[src/core/sef_pkg.sv]
package sef_pkg;
    // Command opcodes.
    localparam logic [7:0] CMD_SET_PW = 8'hf1;
    localparam logic [7:0] CMD_UNLOCK = 8'hf2;
    localparam logic [7:0] CMD_ERASE_PREP = 8'hf3;
    localparam logic [7:0] CMD_ERASE_UNIT = 8'hf4;
    localparam logic [7:0] CMD_FREEZE = 8'hf5;
    localparam logic [7:0] CMD_DISABLE_PW = 8'hf6;
    localparam logic [7:0] CMD_FORMAT_UNIT = 8'h50;
    // Error register field positions.
    localparam int ERR_ABORTED_BIT = 2;
    localparam int ERR_ID_NOT_FOUND_BIT = 4;
    // Status register field positions.
    localparam int STS_ERR_BIT = 0;
    localparam int STS_DATA_REQ_BIT = 3;
    localparam int STS_SEEK_BIT = 4;
    localparam int STS_RDY_BIT = 6;
    localparam int STS_BUSY_BIT = 7;
    // Payload layout, in 16-bit words, and bit positions in the control word.
    localparam int PW_FIRST_WORD = 1;
    localparam int PW_LAST_WORD = 16;
    localparam int SECTOR_WORDS = 256;
    localparam int CTL_ID_BIT = 0;
    localparam int CTL_ENH_BIT = 1;
    // Address width of the sector space.
    localparam int LBA_W = 28;
    // Identify word that reports erase time.
    localparam int ID_ERASE_TIME_WORD = 89;
    // Controller register offsets.
    localparam logic [3:0] REG_CMD = 4'h0;
    localparam logic [3:0] REG_DATA = 4'h1;
    localparam logic [3:0] REG_RESULT = 4'h2;
    localparam logic [3:0] REG_IRQ_STAT = 4'h3;
    localparam logic [3:0] REG_IRQ_MASK = 4'h4;
    // Interrupt status bits.
    localparam int IRQ_DONE_BIT = 0;
    localparam int IRQ_ERR_BIT = 1;
    localparam int IRQ_DATA_REQ_BIT = 2;
    // Reset values.
    localparam logic [7:0] STS_RESET = 8'h50;
    localparam logic [7:0] ERR_RESET = 8'h00;
    typedef enum {DEV_IDLE, DEV_RECV, DEV_CHECK, DEV_ERASE, DEV_DONE}
        sef_dev_state_e;
    typedef enum {HST_IDLE, HST_WAIT, HST_SEND, HST_FIN} sef_hst_state_e;
endpackage

[src/core/sef_if.sv]
`timescale 1ns/1ps
// Task-file link between host controller and drive.
interface sef_if;
    logic cmd_valid;
    logic [7:0] cmd_code;
    logic data_valid;
    logic [15:0] data_word;
    logic [7:0] command_status_report;
    logic [7:0] command_error_report;
    logic cmd_done;
    modport dev (input cmd_valid, cmd_code, data_valid, data_word,
                 output command_status_report, command_error_report,
                 cmd_done);
    modport hst (output cmd_valid, cmd_code, data_valid, data_word,
                 input command_status_report, command_error_report,
                 cmd_done);
endinterface

[src/core/sef_device.sv]
`timescale 1ns/1ps
// Notes on behaviour
// - F3h arms next erase, no data phase.
// - Host sends prepare right before erase.
// - Host sends prepare right before format.
// - Unarmed erase aborts, data untouched.
// - Erase takes one sector from host.
// - Payload: mode bit, password words 1-16.
// - Identifier bit picks user or master.
// - Password mismatch aborts the erase.
// - Erase spans LBA 0 to native maximum.
// - Writes zeros, no read back.
// - Defect lists stay unchanged.
// - Erase disables lock, keeps master.
// - No compare while lock disabled.
// - Erase time shown in identify word 89.
// - F5h freezes at once, no data.
// - Frozen rejects lock-changing commands.
// - Only power removal clears frozen.
module sef_device (
    // Clock and reset.
    input wire logic core_clk,
    input wire logic sys_rst,
    input wire logic power_on_rst,
    // Link to the host.
    sef_if.dev link,
    // Stored secrets and lock state from the security store, plus native maximum address and erase time.
    input wire logic [255:0] user_password,
    input wire logic [255:0] master_password,
    input wire logic lock_enabled,
    input wire logic [sef_pkg::LBA_W-1:0] native_last_block_address,
    input wire logic [15:0] erase_time_minutes,
    // Media write port.
    output logic media_wr,
    output logic [sef_pkg::LBA_W-1:0] media_lba,
    input wire logic media_ready,
    // Effects on the security store and identify data.
    output logic lock_disable,
    output logic frozen,
    output logic [15:0] identify_word_89
);
    import sef_pkg::*;

    sef_dev_state_e state_reg;
    logic armed_reg;
    logic frozen_reg;
    logic [7:0] cmd_reg;
    logic [8:0] word_cnt_reg;
    logic [15:0] ctl_reg;
    logic [255:0] pw_reg;
    logic [LBA_W-1:0] lba_reg;
    logic abort_reg;
    logic idnf_reg;
    logic done_reg;
    logic lock_dis_reg;
    logic pw_match;
    logic lock_cmd;

    // Identify word carries the expected erase time.
    assign identify_word_89 = erase_time_minutes;
    assign frozen = frozen_reg;
    assign lock_disable = lock_dis_reg;
    assign link.cmd_done = done_reg;

    // Commands that change the lock function.
    assign lock_cmd = (link.cmd_code == CMD_SET_PW) ||
        (link.cmd_code == CMD_UNLOCK) ||
        (link.cmd_code == CMD_DISABLE_PW) ||
        (link.cmd_code == CMD_ERASE_UNIT);

    // Password compare selected by the identifier bit.
    always_comb begin
        if (ctl_reg[CTL_ID_BIT]) begin
            pw_match = (pw_reg == master_password);
        end else begin
            pw_match = (pw_reg == user_password);
        end
    end

    // Frozen state only clears on power-on, not on hard reset.
    always_ff @(posedge core_clk) begin
        if (power_on_rst) begin
            frozen_reg <= 1'b0;
        end else if (state_reg == DEV_IDLE && link.cmd_valid &&
                     link.cmd_code == CMD_FREEZE) begin
            frozen_reg <= 1'b1;
        end
    end

    // Prepare arm flag: set by F3h while not frozen, dropped by any other command.
    always_ff @(posedge core_clk) begin
        if (sys_rst || power_on_rst) begin
            armed_reg <= 1'b0;
        end else if (state_reg == DEV_IDLE && link.cmd_valid) begin
            if (link.cmd_code == CMD_ERASE_PREP && !frozen_reg) begin
                armed_reg <= 1'b1;
            end else begin
                armed_reg <= 1'b0;
            end
        end
    end

    // Command sequencer. Only an idle drive takes a command; a command
    // offered while busy or in the data phase is ignored, so the host
    // must wait for completion before it issues the next one. The erase
    // walk always starts at block zero and ignores any host-set limit.
    always_ff @(posedge core_clk) begin
        if (sys_rst || power_on_rst) begin
            state_reg <= DEV_IDLE;
            cmd_reg <= 8'h00;
            word_cnt_reg <= 9'h000;
            ctl_reg <= 16'h0000;
            pw_reg <= '0;
            lba_reg <= '0;
            abort_reg <= 1'b0;
            idnf_reg <= 1'b0;
            done_reg <= 1'b0;
            lock_dis_reg <= 1'b0;
        end else begin
            done_reg <= 1'b0;
            lock_dis_reg <= 1'b0;
            case (state_reg)
                DEV_IDLE: begin
                    if (link.cmd_valid) begin
                        cmd_reg <= link.cmd_code;
                        abort_reg <= 1'b0;
                        idnf_reg <= 1'b0;
                        if (frozen_reg && lock_cmd) begin
                            abort_reg <= 1'b1;
                            state_reg <= DEV_DONE;
                        end else if (link.cmd_code == CMD_ERASE_UNIT) begin
                            word_cnt_reg <= 9'h000;
                            if (!armed_reg) begin
                                abort_reg <= 1'b1;
                                state_reg <= DEV_DONE;
                            end else begin
                                state_reg <= DEV_RECV;
                            end
                        end else begin
                            // Prepare, freeze and others finish at once.
                            state_reg <= DEV_DONE;
                        end
                    end
                end
                DEV_RECV: begin
                    if (link.data_valid) begin
                        word_cnt_reg <= word_cnt_reg + 9'h001;
                        if (word_cnt_reg == 9'h000) begin
                            ctl_reg <= link.data_word;
                        end else if (word_cnt_reg <= 9'(PW_LAST_WORD)) begin
                            // Password words pack low word first
                            pw_reg <= {link.data_word, pw_reg[255:16]};
                        end
                        if (word_cnt_reg == 9'(SECTOR_WORDS - 1)) begin
                            state_reg <= DEV_CHECK;
                        end
                    end
                end
                DEV_CHECK: begin
                    lba_reg <= '0;
                    if (ctl_reg[CTL_ENH_BIT]) begin
                        abort_reg <= 1'b1;
                        state_reg <= DEV_DONE;
                    end else if (lock_enabled && !pw_match) begin
                        abort_reg <= 1'b1;
                        state_reg <= DEV_DONE;
                    end else begin
                        state_reg <= DEV_ERASE;
                    end
                end
                DEV_ERASE: begin
                    // Zero writes only; defect tables are never touched.
                    if (media_ready) begin
                        if (lba_reg == native_last_block_address) begin
                            lock_dis_reg <= 1'b1;
                            state_reg <= DEV_DONE;
                        end else begin
                            lba_reg <= lba_reg + 1'b1;
                        end
                    end
                end
                DEV_DONE: begin
                    done_reg <= 1'b1;
                    state_reg <= DEV_IDLE;
                end
                default: state_reg <= DEV_IDLE;
            endcase
        end
    end

    // Media writes carry zero data during the erase walk.
    assign media_wr = (state_reg == DEV_ERASE);
    assign media_lba = lba_reg;

    // Task-file status and error as seen by the host.
    always_comb begin
        link.command_error_report = ERR_RESET;
        link.command_error_report[ERR_ABORTED_BIT] = abort_reg;
        link.command_error_report[ERR_ID_NOT_FOUND_BIT] = idnf_reg;
        link.command_status_report = STS_RESET;
        link.command_status_report[STS_BUSY_BIT] =
            (state_reg != DEV_IDLE) && (state_reg != DEV_RECV);
        link.command_status_report[STS_DATA_REQ_BIT] =
            (state_reg == DEV_RECV);
        link.command_status_report[STS_ERR_BIT] = abort_reg;
    end
endmodule // sef_device

[src/flat_wrapper.sv]
// flat-port wrapper written by rule: the top's interface ports become plain ports
module sef_device_flat import sef_pkg::*;
  (core_clk, sys_rst, power_on_rst, user_password, master_password, lock_enabled, native_last_block_address, erase_time_minutes, media_wr, media_lba, media_ready, lock_disable, frozen, identify_word_89, link_cmd_valid, link_cmd_code, link_data_valid, link_data_word, link_command_status_report, link_command_error_report, link_cmd_done);
  sef_if link_i ();
  input wire logic core_clk;
  input wire logic sys_rst;
  input wire logic power_on_rst;
  input wire logic [255:0] user_password;
  input wire logic [255:0] master_password;
  input wire logic lock_enabled;
  input wire logic [sef_pkg::LBA_W-1:0] native_last_block_address;
  input wire logic [15:0] erase_time_minutes;
  output logic media_wr;
  output logic [sef_pkg::LBA_W-1:0] media_lba;
  input wire logic media_ready;
  output logic lock_disable;
  output logic frozen;
  output logic [15:0] identify_word_89;
  input wire logic [$bits(link_i.cmd_valid)-1:0] link_cmd_valid;
  input wire logic [$bits(link_i.cmd_code)-1:0] link_cmd_code;
  input wire logic [$bits(link_i.data_valid)-1:0] link_data_valid;
  input wire logic [$bits(link_i.data_word)-1:0] link_data_word;
  output wire logic [$bits(link_i.command_status_report)-1:0] link_command_status_report;
  output wire logic [$bits(link_i.command_error_report)-1:0] link_command_error_report;
  output wire logic [$bits(link_i.cmd_done)-1:0] link_cmd_done;
  assign link_i.cmd_valid = link_cmd_valid;
  assign link_i.cmd_code = link_cmd_code;
  assign link_i.data_valid = link_data_valid;
  assign link_i.data_word = link_data_word;
  assign link_command_status_report = link_i.command_status_report;
  assign link_command_error_report = link_i.command_error_report;
  assign link_cmd_done = link_i.cmd_done;
  sef_device u_core (.core_clk(core_clk), .sys_rst(sys_rst), .power_on_rst(power_on_rst), .link(link_i), .user_password(user_password), .master_password(master_password), .lock_enabled(lock_enabled), .native_last_block_address(native_last_block_address), .erase_time_minutes(erase_time_minutes), .media_wr(media_wr), .media_lba(media_lba), .media_ready(media_ready), .lock_disable(lock_disable), .frozen(frozen), .identify_word_89(identify_word_89));
endmodule
[config.mk]
export PLATFORM = sky130hd
export DESIGN_NAME = sef_device_flat
export DESIGN_NICKNAME = d
export VERILOG_FILES = /design/src/core/sef_pkg.sv /design/src/core/sef_if.sv /design/src/core/sef_device.sv /design/src/flat_wrapper.sv
export SDC_FILE = /design/constraint.sdc
export NUM_CORES = 1
export LEC_CHECK = 0
export ABC_AREA = 1
export BUFFER_PORTS_ARGS = -buffer_cell sky130_fd_sc_hd__buf_2
export CAP_MARGIN = 40
export CORE_AREA = 2 2 256 258
export DETAILED_ROUTE_END_ITERATION = 16
export DIE_AREA = 0 0 258 260
export SLEW_MARGIN = 25
export SYNTH_ARGS = -nofsm -noshare
export SYNTH_HDL_FRONTEND = slang
export SYNTH_SLANG_ARGS = --single-unit
export TNS_END_PERCENT = 50
[constraint.sdc]
create_clock -name core_clk -period 5 [get_ports core_clk]
set_input_delay 1 -clock core_clk [delete_from_list [all_inputs] [get_ports core_clk]]
set_output_delay 1 -clock core_clk [all_outputs]
set_load 0.02 [all_outputs]
# Yosys cells after proc, flatten, opt, wreduce, memory -nomap -nowiden
# Index checks and enable logic that the tools add are counted.
[word_totals] regBits=332 elab_cells=98 in_bits=587 output_inout_bits=64
[op_classes] addsub=2 n_reduce_logical=26 bitwise=3 n_lt_le_gt_ge=1 muxes=30 n_eq_ne=26
[ops] operator="equality test 256 bit" n=2
[ops] operator="2-to-1 mux 32 bit" n=6
[ops] operator="one-hot mux 32 bit (4 select lines)" n=1
[ops] operator="equality test 32 x 2 -> 1 bit, second input constant" n=3
[ops] operator="equality test 32 x 3 -> 1 bit, second input constant" n=2
[ops] operator="zero test 32 bit" n=2
[ops] operator="2-to-1 mux 28 bit" n=2
[ops] operator="one-hot mux 28 bit (2 select lines)" n=1
[ops] operator="equality test 8 bit, second input constant" n=6
[ops] operator="2-to-1 mux 9 bit" n=4
[ops] operator="equality test 32 x 1 -> 1 bit, second input constant" n=1
[ops] operator="inequality test 32 x 2 -> 1 bit, second input constant" n=1
[ops] operator="nonzero test 32 bit" n=1
[ops] operator="adder 28 x 1 -> 28 bit, second input constant" n=1
[ops] operator="equality test 28 bit" n=1
[ops] operator="one-hot mux 9 bit (2 select lines)" n=1
[ops] operator="2-to-1 mux 3 bit" n=4
[ops] operator="2-to-1 mux 1 bit" n=10
[ops] operator="inequality test 2 bit, second input constant" n=5
[ops] operator="AND reduction 5 bit" n=2
[ops] operator="adder 9 x 1 -> 9 bit, second input constant" n=1
[ops] operator="equality test 9 x 8 -> 1 bit, second input constant" n=1
[ops] operator="<= comparator 9 x 5 -> 1 bit, second input constant" n=1
[ops] operator="zero test 9 bit" n=1
[ops] operator="other kinds (11)" n=28

# Depth between registers and ports, before layout
[logic_depth] word_depth=8 mapped_depth=22 mapped_depth_nobuf=20

# Worst setup path after synthesis
# OpenSTA, ideal clock, no wires.
[synth_path] path_kind="input port to flip-flop" start="in native_last_block_address[1] (netlist bit)" end="reg u_core.lba_reg[11] (netlist: u_core.media_lba[11])" required_time_ns=4.885 cell_stages=12 n_path_buf=0 arrival_time_ns=2.412 slack_ns=2.473 setup_time_ns=0.115 cell_sequence="or2_2 -> nand3_1 -> nor3_1 -> nand2_1 -> nor3_1 -> nand2_1 -> nand2_2 -> nor2_1 -> nand3_1 -> o21ai_0 -> nand2_1 -> o21a_1"
[synth_via] elab_chain_cells=3
[synth_rtl] element="from (decl)" line_no="flat_wrapper.sv:11" text="input wire logic [sef_pkg::LBA_W-1:0] native_last_block_address;"
[synth_rtl] element="equality test 28 bit" line_no="sef_device.sv:174" text="if (lba_reg == native_last_block_address) begin"
[synth_rtl] element="inequality test 2 bit (no source line)"
[synth_rtl] element="AND reduction 3 bit (no source line)"
[synth_rtl] element="to (signal assigned)" line_no="sef_device.sv:178" text="lba_reg <= lba_reg + 1'b1;"
[synth_rtl] element="to (decl)" line_no="sef_device.sv:51" text="logic [LBA_W-1:0] lba_reg;"
# Every way passes these cells.
# A chain may end at the register's enable or synchronous reset.

# Worst setup path in the final report
[layout_path] start="reg u_core.ctl_reg[0]" end="reg u_core.abort_reg"
[layout_via] elab_chain_cells=5
[layout_rtl] element="from (decl)" line_no="sef_device.sv:49" text="logic [15:0] ctl_reg;"
[layout_rtl] element="from (signal assigned)" line_no="sef_device.sv:149" text="ctl_reg <= link.data_word;"
[layout_rtl] element="2-to-1 mux 1 bit" line_no="sef_device.sv:73" text="if (ctl_reg[CTL_ID_BIT]) begin"
[layout_rtl] element="zero test 1 bit" line_no="sef_device.sv:164" text="end else if (lock_enabled && !pw_match) begin"
[layout_rtl] element="logical AND 1 bit" line_no="sef_device.sv:164"
[layout_rtl] element="inequality test 3 x 1 -> 1 bit (no source line)"
[layout_rtl] element="AND reduction 3 bit (no source line)"
[layout_rtl] element="to (signal assigned)" line_no="sef_device.sv:134" text="abort_reg <= 1'b1;"
[layout_rtl] element="to (signal assigned)" line_no="sef_device.sv:162" text="abort_reg <= 1'b1;"
[layout_rtl] element="to (signal assigned)" line_no="sef_device.sv:165" text="abort_reg <= 1'b1;"
[layout_rtl] element="to (decl)" line_no="sef_device.sv:52" text="logic abort_reg;"
# Every way passes these cells.

==> impl_metrics.ini <==
[sta]
clock.fmax_mhz = 269
report.final.setup_viol = 0
period_minus_slack_ps = 3720
finalClockSkew_ps = 30.4
layout_worst_path_cycle_share_pct = 74.3
fin_setup_tns_ps = 0
tightestPinTransition_ps = 975
max-slew-margin-rel_pct = 34.3
rsz0062_at_grt = no
report.final.hold_viol_count = 0
finalMaxSlewViolations = 0

[yosys]
postSynth.asyncResetShare_pct = 0
netlist_top_cells_area = dfxtp_1 (31%), nand2_1 (27%), a21oi_1 (7.7%)
ys_seq_elements = 303
netlist_top_cells_count = nand2_1 (1432), inv_1 (378), a21oi_1 (306)
postSynthCellCount = 3500
ys.flop_type = dfxtp_1
synth_area_per_cell_sq_um = 5.66
synth.yosys.seq_area_share_pct = 30.6
synth-edff-count = 0
synth-warning-count = 0
synth.most_common_cell = nand2_1
cell_type_with_the_highest_aggregate_area_in_the_netlist = dfxtp_1
synth_largest_type_area_fraction_pct = 30.6
yosys.cell_types.count = 33
syn_area_sq_um = 19800

[placement]
dpl.cell_count = 4814
post_dp_cell_area_sq_um = 23400
globalplace.congestion = 0.936
hpwl_mm = 73.5
port_buffers = 606

[floorplanning]
die_width_microns = 258
floorplan.io_pins = 651
floorplan.initialDensity_pct = 30.9
fp.coreArea_sq_um = 64100
die_area_sq_um = 67100
placementRows = 93
dieHeight_microns = 260

[layout]
n_fill_cell = 7178
final_cell_area_sq_um = 24800
finalNetCount = 4593
post_route_cells_drive_above_1_share_pct = 17.6
finish.cell_count_without_fillers = 4895
area_delta_synth_final_pct = 25.0
largest_register_ffs = 256

[worst_setup_path]
critPathArrivalTime_ps = 4180
critical_path.startpoint_type = flip-flop
critPathCapture = u_core.abort_reg
worst_ep_required_time_ps = 5460
cp.buffers_inverters = 2
start_point_of_the_critical_path = u_core.ctl_reg[0]
rr_startpoint = u_core.ctl_reg[0]
timing.critical_path.slowest_stage_cell = dfxtp_4
setup.worst_path.class = reg2reg
reg2reg_depth = 19
critical-path-max-stage-delay_ps = 740
crit-reg2reg-capture = u_core.abort_reg
critical_path_peak_fanout = 98
crit_path_cell_trace = inv_8, buf_4, nand2_1, nand2_1, nand2_1, nand2_1, nor2_1, nand2_1, nor2_1, nand2_1, nor2_1, nand2_1, nor2_1, nand2_1, nand2_1, nand2_1, nand2_1, nand2_1, o21a_1
critical-path-top-delay-family = simple AND/OR/NAND/NOR gates
path_common_cell = nand2_1
timing.critical_path.to_type = flip-flop
reg2reg_setup_slack_ps = 1280
path_depth = 19

[outcome]
run_status = completed

[power]
cellInternalPower_mw = 4.53
clockPowerShare_pct = 49.2
power.combinational.fraction_pct = 12.0
power_density_nw_per_um2 = 251
switching_share_pct = 27.2
p_seq_share_pct = 38.8
total_leakage_power_nw = 11.8
p_sw_mw = 1.69
ir_drop_worst_case_vdd_v = 0.000207

[grt]
first_global_vias = 21700
maximum_number_of_pins_on_one_net_before_global_route_repair = 135
global_route.overflow_total = 0
wire_length_of_the_first_global_routing_pass_mm = 133
groute.usage.overall_pct = 26.3
grt_antenna_before_repair = 19

[clock_network]
postCtsSetupBuffers = 0
tritoncts = yes
cts.clk_slew.worst_paths_ps = 60
cts.path.max_buffers = 3
level_count_of_the_clock_h_tree = 2
sink_count = 303
cts.root.buffer_cell = clkbuf_16
cts_resized = 0
source_to_sink_clock_delay_at_the_later_pin_of_the_worst_skew_pair_ps = 580
cts.hold.buffers_added = 0
numCtsBuffers = 41

[job]
timing.max_cap.violations = 0

[hold_path]
holdPathStages = 1
hold_class = reg2reg

[routing]
detail_route.wl_per_cell_microns = 18.8
wirelength_mm = 91.9
ant_nets = 0
detail_route.drc_violations = 0
drt-initial-drc-count = 1812
first_pass_iters = 6
via_count = 23600
vias_per_cell = 4.83
==> worst min path at each step <==
| stage | end | slack (ps) | from |
|---|---|---|---|
| floorplan | u_core.word_cnt_reg[7] | 420 | u_core.word_cnt_reg[7] |
| global placement | u_core.word_cnt_reg[7] | 440 | u_core.word_cnt_reg[7] |
| detailed placement | u_core.word_cnt_reg[7] | 450 | u_core.word_cnt_reg[7] |
| CTS | u_core.word_cnt_reg[7] | 460 | u_core.word_cnt_reg[7] |
| global route | u_core.word_cnt_reg[7] | 480 | u_core.word_cnt_reg[7] |
| finish | u_core.word_cnt_reg[7] | 460 | u_core.word_cnt_reg[7] |
==> through the flow <==
stage	hold slack [ps]	setup WS, ps	power [mW]	utilization, %
floorplan	422	2470	2.81	-
global placement	438	903	3.21	36.4
detailed placement	451	919	3.21	36.4
CTS	461	938	6.30	38.6
global route	478	791	6.44	38.6
finish	459	1280	6.22	38.6
==> placed cells by master (no fill, tap or decap), types with 4 or more instances in the layout <==
master	netlist	routed
a21oi_1	306	306
diode_2	0	6
nand4_1	12	12
clkbuf_8	0	10
nand3_1	262	262
nand3b_1	6	6
xor2_1	28	28
dfxtp_1	303	302
conb_1	2	12
or2_2	7	7
inv_1	378	378
o21ai_0	282	282
clkinv_2	0	5
buf_2	35	607
nor3_1	21	21
ha_1	4	4
clkbuf_16	0	41
buf_12	0	8
nor4_1	10	10
clkbuf_1	95	9
xnor2_1	17	17
buf_4	47	16
nand2_1	1432	1431
o211ai_1	7	7
nor2_1	224	223
==> power by group through the flow <==
stage,Combinational [mW],Clock [mW],Sequential (mW)
after floorplan,0.339,0,2.47
after global placement,0.745,0,2.47
after detailed placement,0.746,0,2.47
after CTS,0.750,3.13,2.42
after global routing,0.826,3.20,2.41
final,0.747,3.06,2.42
==> metal layers <==
metal  GRT usage (%)  vias up  part of all wire, %
met5               0        -                0.059
met3            3.64      144                  5.6
met2            44.6      754                   47
met1            33.6    10700                   44
met4            10.7        8                  4.0
li1                -    12000                    -
==> layout make-up <==
cell class	count	area, sq um	area share [%]
Tap cell	855	1070	4.32
Antenna cell	6	15.0	0.0606
Clock buffer	60	1200	4.84
Clock inverter	15	188	0.758
Multi-Input combinational cell	2644	11500	46.3
Inverter	380	1430	5.79
Sequential cell	303	6070	24.5
Timing Repair Buffer	632	3330	13.5
==> cells by family (layout without fill, tap and decap cells) <==
| kind of cell | Yosys count | after routing | share of synthesized area (%) |
|---|---|---|---|
| simple gates | 1977 | 1977 | 39.8 |
| other cells | 2 | 18 | 0.0379 |
| fa+ha+maj | 4 | 4 | 0.253 |
| buf+inv | 563 | 1087 | 11.8 |
| xor+xnor | 45 | 45 | 1.99 |
| compound gates | 606 | 606 | 15.5 |
| flops | 303 | 303 | 30.6 |
Power figures use the tool's default switching activity.
